`src/pkg/bms_pkg.sv`:
```
// Shared constants, types and decode helpers of the boot mode selector
package bsl_pkg;

    // Boot modes resolved from the straps at reset release
    typedef enum logic [2:0] {
        BSL_MODE_NONE     = 3'h0,
        BSL_MODE_HOST     = 3'h1,
        BSL_MODE_LINK     = 3'h2,
        BSL_MODE_EPROM    = 3'h3,
        BSL_MODE_RESERVED = 3'h4
    } bsl_mode_t;

    // Sequencer states, Gray coded along idle-settle-latch-load-run
    typedef enum logic [2:0] {
        BSL_ST_IDLE   = 3'b000,
        BSL_ST_SETTLE = 3'b001,
        BSL_ST_LATCH  = 3'b011,
        BSL_ST_LOAD   = 3'b010,
        BSL_ST_RUN    = 3'b110,
        BSL_ST_HALT   = 3'b111
    } bsl_state_t;

    // Bit positions of the synchronised strap vector
    localparam int unsigned STRAP_SEL_BIT   = 0;
    localparam int unsigned STRAP_LINK_BIT  = 1;
    localparam int unsigned STRAP_EPROM_BIT = 2;
    localparam int unsigned STRAP_WIDTH     = 3;

    // Reset values
    localparam logic [STRAP_WIDTH-1:0] STRAP_RESET = 3'h0;
    localparam logic                   PIN_IDLE    = 1'b1;

    // Cycles to wait after reset release so the synchroniser is filled
    localparam int unsigned SETTLE_CYCLES = 3;
    localparam int unsigned SETTLE_W      = 2;
    localparam logic [SETTLE_W-1:0] SETTLE_LAST =
        SETTLE_W'(SETTLE_CYCLES - 1);

    // Strap vector {eprom, link, select} to boot mode
    function automatic bsl_mode_t bsl_decode(
        input logic [STRAP_WIDTH-1:0] straps
    );
        bsl_mode_t mode;
        mode = BSL_MODE_RESERVED;
        unique case (straps)
            3'h0:    mode = BSL_MODE_NONE;
            3'h1:    mode = BSL_MODE_HOST;
            3'h3:    mode = BSL_MODE_LINK;
            3'h4,
            3'h5:    mode = BSL_MODE_EPROM;
            default: mode = BSL_MODE_RESERVED;
        endcase
        return mode;
    endfunction : bsl_decode

    // Modes that load a program before the core runs
    function automatic logic bsl_is_boot(input bsl_mode_t mode);
        return (mode == BSL_MODE_HOST) || (mode == BSL_MODE_LINK) ||
               (mode == BSL_MODE_EPROM);
    endfunction : bsl_is_boot

endpackage : bsl_pkg

```
`src/pkg/bms_link_if.sv`:
```
// Internal bundle between strap synchroniser, sequencer and pin driver
interface bsl_link_if;
    import bsl_pkg::*;

    logic [STRAP_WIDTH-1:0] straps_s;    // Synchronised straps
    logic                   eprom_mode;  // Latched mode is EPROM boot
    logic                   cs_req;      // Boot memory access wanted
    logic                   bus_master;  // This processor owns the bus
    logic                   pin_out;     // Chip select level, low active
    logic                   pin_oe;      // Pin driven

    modport sync_mp  (output straps_s);
    modport ctrl_mp  (input straps_s, output eprom_mode, output cs_req,
                      output bus_master, input pin_out, input pin_oe);
    modport drive_mp (input eprom_mode, input cs_req, input bus_master,
                      output pin_out, output pin_oe);
endinterface : bsl_link_if

```
`src/rtl/bms_boot_ctrl.sv`:
```
// Boot mode selection and reset-entry sequencer
//
// Operation
// RULE_01: EPROM strap high, link strap low selects 8-bit EPROM boot.
// RULE_02: EPROM strap low: link strap and select pin input pick mode.
// RULE_03: Straps 0 0 1 select host processor boot.
// RULE_04: Straps 0 1 1 select link port boot.
// RULE_05: Straps 0 0 0 skip boot, run straight from external memory.
// RULE_06: Board never applies 0 1 0 or 1 1 x; those are reserved.
// RULE_07: In EPROM mode the select pin drives boot memory chip select.
// RULE_08: Only the current bus master drives the select pin.
// RULE_09: Select pin may float only as EPROM-mode output, else input.
// RULE_10: Link strap low never yields link port boot.
// RULE_11: Board hardwires the straps and never changes them in use.
// RULE_12: Reset gives a known state, then execution from reset vector.
// RULE_13: System holds reset low during power-up.
// RULE_14: One instruction per input clock; clock never stopped or slowed.
// RULE_15: Straps sampled at reset release; mode held until next reset.
module bsl_boot_ctrl #(
    parameter logic [23:0] P_RESET_VECTOR = 24'h000000,
    parameter int unsigned P_ADDR_W       = 24
) (
    input  wire logic                  i_clock,
    input  wire logic                  i_rst_n,
    input  wire logic                  i_eprom_boot_strap,
    input  wire logic                  i_link_boot_strap,
    input  wire logic                  i_boot_select_pin,
    output logic                       o_boot_select_pin,
    output logic                       o_boot_select_oe,
    input  wire logic                  i_bus_master,
    input  wire logic                  i_boot_mem_req,
    input  wire logic                  i_boot_done,
    output bsl_pkg::bsl_mode_t         o_boot_mode,
    output logic                       o_mode_valid,
    output logic                       o_reserved_err,
    output logic                       o_boot_load,
    output logic                       o_core_start,
    output logic                       o_instr_cycle_en,
    output logic [P_ADDR_W-1:0]        o_fetch_addr,
    output logic                       o_strap_changed
);
    import bsl_pkg::*;

    // Complete state of the sequencer
    typedef struct packed {
        bsl_state_t             fsm;
        logic [SETTLE_W-1:0]    settle_cnt;
        bsl_mode_t              mode;
        logic [STRAP_WIDTH-1:0] straps;
        logic                   mode_valid;
        logic                   reserved_err;
        logic                   boot_load;
        logic                   core_start;
        logic                   run;
        logic [P_ADDR_W-1:0]    fetch_addr;
        logic                   strap_changed;
    } bsl_ctrl_t;

    localparam bsl_ctrl_t CTRL_RESET = '{
        fsm:           BSL_ST_IDLE,
        settle_cnt:    '0,
        mode:          BSL_MODE_NONE,
        straps:        STRAP_RESET,
        mode_valid:    1'b0,
        reserved_err:  1'b0,
        boot_load:     1'b0,
        core_start:    1'b0,
        run:           1'b0,
        fetch_addr:    '0,
        strap_changed: 1'b0
    };

    bsl_ctrl_t  state_reg;
    bsl_ctrl_t  state_next;
    bsl_link_if link ();

    // Vector cut to the fetch address width on purpose
    localparam logic [P_ADDR_W-1:0] RESET_ADDR = P_ADDR_W'(P_RESET_VECTOR);

    logic [STRAP_WIDTH-1:0] raw_straps;
    bsl_mode_t              decoded;
    logic [STRAP_WIDTH-1:0] watch_mask;

    // Pin order into the synchroniser is {eprom, link, select}
    assign raw_straps = {i_eprom_boot_strap, i_link_boot_strap,
                         i_boot_select_pin};

    bsl_strap_sync u_sync (
        .i_clock  (i_clock),
        .i_rst_n  (i_rst_n),
        .i_straps (raw_straps),
        .link     (link.sync_mp)
    );

    // Decode of the live synchronised straps
    assign decoded = bsl_decode(link.straps_s);  // RULE_02 RULE_10

    // In EPROM mode the select pin is our own output, so do not watch it
    assign watch_mask = state_reg.mode == BSL_MODE_EPROM ? 3'h6 : 3'h7;

    // Sequencer: settle, latch, optional load, then run, or halt on reserved straps
    always_comb begin
        state_next            = state_reg;
        state_next.core_start = 1'b0;
        unique case (state_reg.fsm)
            BSL_ST_IDLE: begin
                // First edge after reset release; straps still settling
                state_next.settle_cnt = '0;
                state_next.fsm        = BSL_ST_SETTLE;
            end
            BSL_ST_SETTLE: begin
                // Wait until the pins have crossed both sync stages
                if (state_reg.settle_cnt == SETTLE_LAST) begin
                    state_next.fsm = BSL_ST_LATCH;
                end else begin
                    state_next.settle_cnt = state_reg.settle_cnt + 1'b1;
                end
            end
            BSL_ST_LATCH: begin
                // One-shot capture; mode is frozen from here on
                state_next.straps     = link.straps_s;  // RULE_15
                state_next.mode       = decoded;  // RULE_01 RULE_03
                state_next.mode_valid = 1'b1;
                if (decoded == BSL_MODE_RESERVED) begin
                    // Reserved straps: stay quiet rather than guess
                    state_next.reserved_err = 1'b1;  // RULE_06
                    state_next.fsm          = BSL_ST_HALT;
                end else if (bsl_is_boot(decoded)) begin
                    state_next.boot_load = 1'b1;  // RULE_04
                    state_next.fsm       = BSL_ST_LOAD;
                end else begin
                    // No boot: fetch from external memory at once
                    state_next.fetch_addr = RESET_ADDR;  // RULE_05
                    state_next.core_start = 1'b1;  // RULE_12
                    state_next.run        = 1'b1;
                    state_next.fsm        = BSL_ST_RUN;
                end
            end
            BSL_ST_LOAD: begin
                // Loader owns memory until it reports completion
                if (i_boot_done) begin
                    state_next.boot_load  = 1'b0;
                    state_next.fetch_addr = RESET_ADDR;  // RULE_12
                    state_next.core_start = 1'b1;
                    state_next.run        = 1'b1;
                    state_next.fsm        = BSL_ST_RUN;
                end
            end
            BSL_ST_RUN: begin
                // One instruction slot per clock from here on
                state_next.run = 1'b1;  // RULE_14
            end
            BSL_ST_HALT: begin
                state_next.run = 1'b0;
            end
            default: begin
                // Illegal code: fall back to a fresh strap sample
                state_next = CTRL_RESET;
            end
        endcase
        // Straps should be hardwired; flag later movement, select pin excepted in EPROM mode
        if (state_reg.mode_valid &&
            ((link.straps_s ^ state_reg.straps) & watch_mask) != 3'h0) begin
            state_next.strap_changed = 1'b1;
        end
    end

    // Asynchronous reset puts the sequencer in its known state
    always_ff @(posedge i_clock or negedge i_rst_n) begin
        if (!i_rst_n) begin
            state_reg <= CTRL_RESET;  // RULE_12 RULE_13
        end else begin
            state_reg <= state_next;
        end
    end

    // Chip select is asked for while any boot load is active and memory is requested
    assign link.eprom_mode = state_reg.mode_valid &&
                             state_reg.mode == BSL_MODE_EPROM;  // RULE_07
    assign link.cs_req     = state_reg.boot_load && i_boot_mem_req;
    assign link.bus_master = i_bus_master;  // RULE_08

    bsl_pin_drive u_drive (
        .i_clock (i_clock),
        .i_rst_n (i_rst_n),
        .link    (link.drive_mp)
    );

    // Outputs, all from flip-flops
    assign o_boot_select_pin = link.pin_out;
    assign o_boot_select_oe  = link.pin_oe;  // RULE_09
    assign o_boot_mode       = state_reg.mode;
    assign o_mode_valid      = state_reg.mode_valid;
    assign o_reserved_err    = state_reg.reserved_err;
    assign o_boot_load       = state_reg.boot_load;
    assign o_core_start      = state_reg.core_start;
    assign o_instr_cycle_en  = state_reg.run;
    assign o_fetch_addr      = state_reg.fetch_addr;
    assign o_strap_changed   = state_reg.strap_changed;

endmodule : bsl_boot_ctrl

```
`src/rtl/bms_strap_sync.sv`:
```
// Two-stage synchroniser for the strap pins
module bsl_strap_sync (
    input  wire logic                            i_clock,
    input  wire logic                            i_rst_n,
    input  wire logic [bsl_pkg::STRAP_WIDTH-1:0] i_straps,
    bsl_link_if.sync_mp                          link
);
    import bsl_pkg::*;

    typedef struct packed {
        logic [STRAP_WIDTH-1:0] stage1;
        logic [STRAP_WIDTH-1:0] stage2;
    } bsl_sync_t;

    bsl_sync_t state_reg;
    bsl_sync_t state_next;

    // First stage feeds only the second one
    always_comb begin
        state_next        = state_reg;
        state_next.stage1 = i_straps;
        state_next.stage2 = state_reg.stage1;
    end

    always_ff @(posedge i_clock or negedge i_rst_n) begin
        if (!i_rst_n) begin
            state_reg <= '{stage1: STRAP_RESET, stage2: STRAP_RESET};
        end else begin
            state_reg <= state_next;
        end
    end

    assign link.straps_s = state_reg.stage2;

endmodule : bsl_strap_sync

```
`src/rtl/bms_pin_drive.sv`:
```
// Registered chip select driver for the shared boot-select pin
module bsl_pin_drive (
    input  wire logic    i_clock,
    input  wire logic    i_rst_n,
    bsl_link_if.drive_mp link
);
    import bsl_pkg::*;

    typedef struct packed {
        logic pin_out;
        logic pin_oe;
    } bsl_drive_t;

    bsl_drive_t state_reg;
    bsl_drive_t state_next;

    // Only an EPROM-mode bus master ever enables the driver
    always_comb begin
        state_next        = state_reg;
        state_next.pin_oe = link.eprom_mode & link.bus_master;  // RULE_08
        state_next.pin_out = ~(link.cs_req & link.bus_master);  // RULE_07
        if (!link.eprom_mode) begin
            state_next.pin_out = PIN_IDLE;  // RULE_09
        end
    end

    always_ff @(posedge i_clock or negedge i_rst_n) begin
        if (!i_rst_n) begin
            state_reg <= '{pin_out: PIN_IDLE, pin_oe: 1'b0};
        end else begin
            state_reg <= state_next;
        end
    end

    assign link.pin_out = state_reg.pin_out;
    assign link.pin_oe  = state_reg.pin_oe;

endmodule : bsl_pin_drive

```
`config.mk`:
```
export PLATFORM = sky130hd
export DESIGN_NAME = bsl_boot_ctrl
export DESIGN_NICKNAME = d
export VERILOG_FILES = /design/src/pkg/bms_pkg.sv /design/src/pkg/bms_link_if.sv /design/src/rtl/bms_boot_ctrl.sv /design/src/rtl/bms_strap_sync.sv /design/src/rtl/bms_pin_drive.sv
export SDC_FILE = /design/constraint.sdc
export NUM_CORES = 1
export LEC_CHECK = 0
export ABC_AREA = 1
export BUFFER_PORTS_ARGS = -buffer_cell sky130_fd_sc_hd__clkbuf_2
export CAP_MARGIN = 25
export CELL_PAD_IN_SITES_DETAIL_PLACEMENT = 0
export CELL_PAD_IN_SITES_GLOBAL_PLACEMENT = 2
export CORE_AREA = 3 3 69 71
export DETAILED_ROUTE_END_ITERATION = 10
export DIE_AREA = 0 0 72 74
export GPL_TIMING_DRIVEN = 0
export PLACE_DENSITY_LB_ADDON = 0.15
export SETUP_SLACK_MARGIN = 0.1
export SLEW_MARGIN = 40
export SYNTH_ARGS = -nofsm -noshare
export SYNTH_HDL_FRONTEND = slang
export SYNTH_HIERARCHICAL = 1
export SYNTH_SLANG_ARGS = --single-unit
```
`constraint.sdc`:
```
create_clock -name i_clock -period 1.96 [get_ports i_clock]
set_clock_uncertainty 0.05 [all_clocks]
set_input_delay 0.098 -clock i_clock [delete_from_list [all_inputs] [get_ports i_clock]]
set_output_delay 0.098 -clock i_clock [all_outputs]
set_load 0.01 [all_outputs]
```
# ---- Word level (Yosys, flattened, before mapping)
# Cells that the tools add are included.
dict set report op_classes {
  add_sub_neg 1
  multipliers 0
  div_mod_pow 0
  magnitude_cmp 0
  n_eq_ne 23
  shifts 0
  n_mux 21
  bitwise_logic 10
  n_reduce_logical 21
}
# operator n
set op_table {}
lappend op_table {{$pmux 24 s3} 1}
lappend op_table {{$mux 27} 2}
lappend op_table {{$mux 26} 1}
lappend op_table {{$eq 3x2->1 const B} 6}
lappend op_table {{$pmux 8 s2} 1}
lappend op_table {{$eq 3x3->1 const B} 5}
lappend op_table {{$pmux 3 s5} 1}
lappend op_table {{$ne 2x2->1 const B} 7}
lappend op_table {{$mux 3} 4}
lappend op_table {{$pmux 3 s4} 1}
lappend op_table {{$reduce_and 4->1} 3}
lappend op_table {{$eq 3x1->1 const B} 3}
lappend op_table {{$reduce_or 4->1} 2}
lappend op_table {{$logic_not 3->1} 2}
lappend op_table {{$mux 1} 6}
lappend op_table {{$not 1->1} 6}
lappend op_table {{$pmux 2 s3} 1}
lappend op_table {{$reduce_or 2->1} 3}
lappend op_table {{$reduce_or 6->1} 1}
lappend op_table {{$reduce_or 5->1} 1}
lappend op_table {{$pmux 1 s4} 1}
lappend op_table {{$pmux 2 s2} 1}
lappend op_table {{$reduce_and 2->1} 2}
lappend op_table {{$and 3x3->3} 1}
lappend op_table {{10 further kinds} 14}
dict set report totals {
  ff_bits 49
  latch_bits 0
  ram_bits 0
  romBits 0
  inputBits 8
  output_inout_bits 35
  wordCells 91
  memories 0
}

# ---- Logic depth before layout (Yosys ltp)
# Gate-level depths: netlist of run 1.
dict set report logic_depth {
  ltp_word 9
  mapped_depth 8
  ltp_nobuf 8
}

# ---- Modules after synthesis
# Netlist of run 1, hierarchy kept.
# module n_inst cells_per_inst area_each_um2
set modules_own_cells {}
lappend modules_own_cells {bsl_boot_ctrl 1 133 1053.5}
lappend modules_own_cells {bsl_strap_sync 1 6 150.1}
lappend modules_own_cells {bsl_pin_drive 1 5 63.8}

# ---- Worst setup path before layout of run 1
# No wires, ideal clock.
dict set report synth_timing {
  path_kind {reg-to-reg}
  from {register u_sync.state_reg, in the netlist u_sync/link.straps_s[0]}
  to {register state_reg, in the netlist o_instr_cycle_en}
  arrival_ns 0.986
  t_required_ns 1.793
  slack_ns 0.808
  path_stages_with_launch 7
  synth_period_minus_slack_ns 1.152
  path_cell_list {dfrtp_1 -> o21ai_0 -> nor2_1 -> nor2_1 -> nand2_1 -> nand2_1 -> nand2_1}
}
dict set report synth_via {
  elab_chain_cells 8
}
# item line_no
set synth_lines {}
lappend synth_lines {{start: declaration} bms_strap_sync.sv:15} ;# bsl_sync_t state_reg;
lappend synth_lines {{start signal: assignment} bms_strap_sync.sv:27} ;# state_reg <= '{stage1: STRAP_RESET, stage2: STRAP_RESET};
lappend synth_lines {{start signal: assignment} bms_strap_sync.sv:29} ;# state_reg <= state_next;
lappend synth_lines {{$eq 3x3->1} bms_pkg.sv:45} ;# unique case (straps)
lappend synth_lines {{$reduce_or 2->1} bms_pkg.sv:45}
lappend synth_lines {{$pmux 3 s4 (*)} bms_pkg.sv:45}
lappend synth_lines {{$eq 3x1->1 or $eq 3x2->1 (tied branches)} bms_pkg.sv:58} ;# return (mode == BSL_MODE_HOST) || (mode == BSL_MODE_LINK) ||
lappend synth_lines {{$logic_or 1x1->1 (2 in a row)} bms_pkg.sv:58}
lappend synth_lines {{$ne 2x2->1 (no line)} -}
lappend synth_lines {{$reduce_and 4->1 (no line) (*)} -}
lappend synth_lines {{end signal: assignment} bms_boot_ctrl.sv:173} ;# state_reg <= state_next;
lappend synth_lines {{end: declaration} bms_boot_ctrl.sv:73} ;# bsl_ctrl_t state_reg;
# Mark *: on every way between the ends. The rest lies on a longest branch, timed or not.
# A chain may end at the register's enable or synchronous reset.

==> results of run 1 <==
report_power, final:
part           internal [µW]  total (µW)  switching, µW
sequential               541         563           22.1
combinational           87.8         215            128
clock                    145         302            157
what timing repair did:
action / CTS / global route
buffers inserted: 0 / 0
endpoints found under the hold margin: 29 / 0
hold buffers: 6 / 0
synth_stat cells:
| cell | count | area [µm²] |
|---|---|---|
| nand4_1 | 1 | 6.26 |
| nor2_1 | 9 | 33.8 |
| nand3_4 | 1 | 17.5 |
| dfstp_2 | 1 | 26.3 |
| o21ai_0 | 16 | 80.1 |
| conb_1 | 1 | 3.75 |
| xor2_1 | 1 | 8.76 |
| buf_4 | 27 | 203 |
| nand2_2 | 2 | 12.5 |
| nor2_4 | 1 | 11.3 |
| ha_1 | 1 | 12.5 |
| inv_2 | 1 | 3.75 |
| xnor2_1 | 2 | 17.5 |
| o22ai_1 | 1 | 6.26 |
| nand2_1 | 28 | 105 |
| a21oi_1 | 2 | 10.0 |
| nand3_2 | 1 | 10.0 |
| dfrtp_1 | 24 | 601 |
| o21ai_1 | 1 | 5.00 |
| nand3_1 | 6 | 30.0 |
| inv_1 | 17 | 63.8 |
per-layer routing:
metal	GRT usage	up-vias	share of wire
li1	-	501	-
met1	0.122	417	0.46
met2	0.155	25	0.47
met3	0.0257	4	0.059
met4	0.0313	0	0.0090
met5	0	-	0
cell usage in the layout (no fill, tap or decap), drive strengths merged:
cell type / netlist / final
nand2: 30 / 30
buf: 27 / 27
conb: 1 / 24
dfrtp: 24 / 24
clkbuf: 0 / 22
inv: 18 / 18
o21ai: 17 / 17
nor2: 10 / 10
nand3: 8 / 8
dlygate4sd3: 0 / 6
a21oi: 2 / 2
xnor2: 2 / 2
o22ai: 1 / 1
nand4: 1 / 1
xor2: 1 / 1
ha: 1 / 1
dfstp: 1 / 1
per-stage QoR:
step | cell area [µm²] | cells | hold WS, ns | util | setup slack [ns]
2_1_floorplan | 1350 | 167 | -0.248 | - | 0.808
3_3_place_gp | 1510 | 237 | 0.0980 | 0.351 | 0.603
3_5_place_dp | 1510 | 237 | 0.110 | 0.351 | 0.598
4_1_cts | 1610 | 247 | 0.0734 | 0.376 | 0.484
5_1_grt | 1610 | 247 | 0.106 | 0.376 | 0.388
6_report | 1610 | 247 | 0.0869 | 0.376 | 0.506
kinds of logic (layout without fill, tap and decap cells):
logic type      after synthesis  in the layout  synth area share
xor+xnor                      3              3            0.0207
fa+ha+maj                     1              1           0.00987
buf+inv                      45             73             0.213
compound gates               20             20            0.0800
simple gates                 49             49             0.179
flops                        25             25             0.495
other cells                   1             24           0.00296
worst paths after layout:
kind / end / slack (ns) / cells after the start
min reg2reg: u_sync/link.straps_s[0] / 0.30 / 0
max in group asynchronous: o_boot_load / 1.12 / 2
max: u_drive/link.pin_out / 0.51 / 5
min in group asynchronous: state_reg[31] / 0.33 / 2
min: o_core_start / 0.09 / 3
max reg2reg: u_drive/link.pin_out / 0.51 / 5
layout make-up:
| class | count | area share |
|---|---|---|
| sequential | 25 | 0.388 |
| multi-input combinational | 97 | 0.283 |
| buffer | 27 | 0.126 |
| timing repair buffer | 24 | 0.0930 |
| inverter | 18 | 0.0419 |
| tap | 52 | 0.0403 |
| clock buffer | 4 | 0.0279 |
critical path: stages, from the launching register on:
cell	delay, ns
dfrtp_1	0.40
inv_1	0.06
nand3_1	0.09
nor2_1	0.15
nand3_1	0.08
dlygate4sd3_1	0.55
==> flow_summary.yaml, run 1 <==
final_layout:
  largest_reg_flops: 8
  syn_to_final_growth_pct: 27.3
  fillCellCount: 473
  fin_nets: 205
  multi_input_area_um2: 457
  seq_area_um2: 627
  drive_above_1_share: 0.282
  diodes: 0
placement:
  routabilityCongestion: 0.775
  dp.final_hpwl_um: 1860
  portBuffers: 18
floorplanning:
  start_util: 0.295
  dieArea_um2: 5330
  die_h_um: 74
  coreArea_um2: 4290
  rows: 24
  io_pins: 43
  fp.dieW_um: 72
logic_synthesis:
  syn_avg_cell_area_um2: 8.80
  yosysUniqueCellTypes: 21
  netlist_area_um2: 1270
  synth-seq-cells: 25
  ys.warnings.count: 6
  syn-instance-count: 144
  ys_seq_area_frac: 0.495
pwr:
  pwr_density_cell_nw_per_um2: 670
  ir_drop_v: 0.000281
  p_leak_uw: 0.000899
  p_total_uw: 1080
setup_path:
  crit_required_ns: 2.10
  crit_type: "flop to flop"
  critPathLaunchType: "flop"
  reg2reg_from: "o_boot_mode[2]"
  cp_data_arrival_time_ns: 1.60
  cp-startpoint: "o_boot_mode[2]"
  crit_path_max_fanout: 3
  cp-end-kind: "flop"
grt:
  antenna_found_initial: 0
  grt_pass1_vias: 850
  grt_pass1_wl_um: 3950
  overflow: 0
  grtUsageTotal: 0.0946
  grt_start_max_net_pins: 26
timing:
  setup_viol: 0
  fin_setup_tns_ns: 0
  tightest_slew_ns: 0.636
  hold_viol: 0
  rsz0062_at_grt: "false"
  max_freq_mhz: 688
  layout_min_cycle_time_ns: 1.45
  period_share: 0.742
  slew_headroom: 0.576
  slew_violations: 0
cts:
  clockRootBuffer: "clkbuf_8"
  cts_tree: "built"
  clk_latency_ns: 0.27
  clk_pin_slew_ns: 0.09
  h-tree-depth: 1
  cts_resized: 0
  clockBufferDepth: 2
  cts.sinks: 25
  numCtsBuffers: 3
routing:
  wl_per_cell_um: 9.49
  via_per_inst: 3.83
  drt_iter0_markers: 31
  wirelength_um: 2340
  via_count: 947
  drtAntennaViolNets: 0
  firstDrtPassIters: 4
  route.detailed.drc: 0
run_status:
  status: "finished, final reports clean"
worst_hold_path:
  hold_class: "primary input to flop"
  worstHoldStart: "i_boot_done"
job:
  drv_cap: 0
Note: power is estimated with default switching activity, not from simulation.
==> inputs of run 2 (changes only) <==
Settings changed: CORE_AREA 3 3 69 71 to 3 3 72 74, DIE_AREA 0 0 72 74 to 0 0 75 77.
Clock period 1.96 ns to 1.52 ns, I/O delays scaled along.
==> run 2 against run 1 <==
Non-clock buffer count unchanged; final cell count up 0.81%; sequential cell count unchanged; total power increased by 29%; setup slack got worse by 0.25 ns; via count is 1.1% higher; critical path depth shrank 1; global-route usage shrank 0.52 points; combinational power increased by 31%; clock power is 27% higher; first-iteration DRC count is 26% lower; highest routed layer unchanged.
==> flow_summary.yaml, run 2 (synthesis gave the netlist of run 1 again) <==
pwr:
  pwr_density_cell_nw_per_um2: 859
  p_leak_uw: 0.000901
  ir_drop_v: 0.000396
cts:
  clockRootBuffer: "clkbuf_8"
  clockBufferDepth: 2
  numCtsBuffers: 3
  h-tree-depth: 1
  clk_latency_ns: 0.26
  clk_pin_slew_ns: 0.08
  cts.sinks: 25
  postCtsSetupRepairBufs: 0
  cts_tree: "built"
grt:
  grt_start_max_net_pins: 26
  grt_pass1_vias: 879
  antenna_found_initial: 0
  grt_pass1_wl_um: 3950
  grtUsageTotal: 0.0894
  overflow: 0
final_layout:
  layout_common_cells: "nand2_1 (28), buf_4 (27), conb_1 (24), dfrtp_1 (23), clkbuf_2 (18)"
  largest_reg_flops: 8
  syn_to_final_growth_pct: 27.8
  seq_area_um2: 628
  final-instance-count-excl-fill: 249
  diodes: 0
  drive_above_1_share: 0.292
  final_common_cell: "nand2_1"
  fin_nets: 205
  multi_input_area_um2: 459
  fillCellCount: 502
timing:
  max_freq_mhz: 794
  tightest_slew_ns: 0.635
  slew_violations: 0
  fin_setup_tns_ns: 0
  period_share: 0.829
  hold_viol: 0
  slew_headroom: 0.576
  rsz0062_at_grt: "false"
  layout_min_cycle_time_ns: 1.26
  setup_viol: 0
floorplanning:
  fp.dieW_um: 75
  io_pins: 43
  dieArea_um2: 5780
  start_util: 0.272
  die_h_um: 77
  rows: 25
  coreArea_um2: 4660
routing:
  firstDrtPassIters: 4
  drtAntennaViolNets: 0
  route.detailed.drc: 0
  via_per_inst: 3.84
  drt_iter0_markers: 23
  wl_per_cell_um: 9.70
  wirelength_um: 2420
  via_count: 957
setup_path:
  r2r_end: "o_boot_mode[1]"
  crit_path_max_fanout: 7
  crit_type: "flop to flop"
  critPathLaunchType: "flop"
  cp_data_arrival_time_ns: 1.36
  cp-end-kind: "flop"
  ff2ff_setup_slack_ns: 0.26
  reg2reg_from: "state_reg[39]"
  worstRegToRegCells: 4
  crit_required_ns: 1.62
worst_hold_path:
  hold_class: "primary input to flop"
  hold_depth: 3
  holdPathEnd: "o_core_start"
  worstHoldStart: "i_boot_done"
placement:
  dp_cells: 239
  portBuffers: 18
  routabilityCongestion: 0.718
  dp.final_hpwl_um: 1890
run_status:
  status: "finished, final reports clean"
job:
  drv_cap: 0
[run 2: cell counts in the layout (fill, tap and decap cells not counted)]
No cell type changed its count.
[run 2: final cells by class]
type | count | area share
well taps | 54 | 0.0417
clock buffers | 4 | 0.0278
multi-input cells | 97 | 0.283
inverters | 18 | 0.0417
repair buffers | 24 | 0.0927
plain buffers | 27 | 0.125
flip-flops and latches | 25 | 0.388
[run 2: how the worst max path moves through the flow]
stage	depth (start not counted)	from	endpoint
floorplan	6	u_sync/link.straps_s[0]	o_instr_cycle_en
global placement	6	u_sync/link.straps_s[2]	o_instr_cycle_en
detailed placement	6	u_sync/link.straps_s[0]	o_instr_cycle_en
CTS	6	u_sync/link.straps_s[2]	o_instr_cycle_en
global route	8	u_sync/link.straps_s[2]	o_instr_cycle_en
finish	4	state_reg[39]	o_boot_mode[1]
[run 2: per-layer routing]
layer,track usage,up-vias,wire length [µm]
li1,-,499,-
met1,0.104,426,1050
met2,0.155,30,1180
met3,0.0288,2,171
met4,0.0214,0,15
met5,0,-,0
[run 2: report_power, final]
| group | switching [µW] | internal [µW] |
|---|---|---|
| combinational | 167 | 115 |
| sequential | 29.7 | 698 |
| clock | 196 | 187 |
[run 2: metrics by stage]
stage | power, µW | setup WS (ns) | cell area (µm²) | util | hold slack, ns
after floorplan | 932 | 0.368 | 1350 | - | -0.270
after global placement | 1010 | 0.151 | 1510 | 0.324 | 0.0739
after detailed placement | 1010 | 0.145 | 1510 | 0.324 | 0.0835
after CTS | 1420 | 0.132 | 1620 | 0.347 | 0.0462
after global routing | 1490 | 0.134 | 1620 | 0.348 | 0.0674
final | 1390 | 0.261 | 1620 | 0.348 | 0.0578
[run 2: critical path, cell delays in order (launching register included)]
cell	delay, ns
dfrtp_2	0.47
nand2_1	0.13
nand2_1	0.19
o21ai_0	0.20
o21ai_0	0.11
[run 2: repair_timing]
| action | 4_1_cts | 5_1_grt |
|---|---|---|
| gates resized for setup | 0 | 3 |
| endpoints found under the setup margin | 0 | 3 |
| hold endpoints to repair | 29 | 0 |
| hold buffers | 6 | 0 |
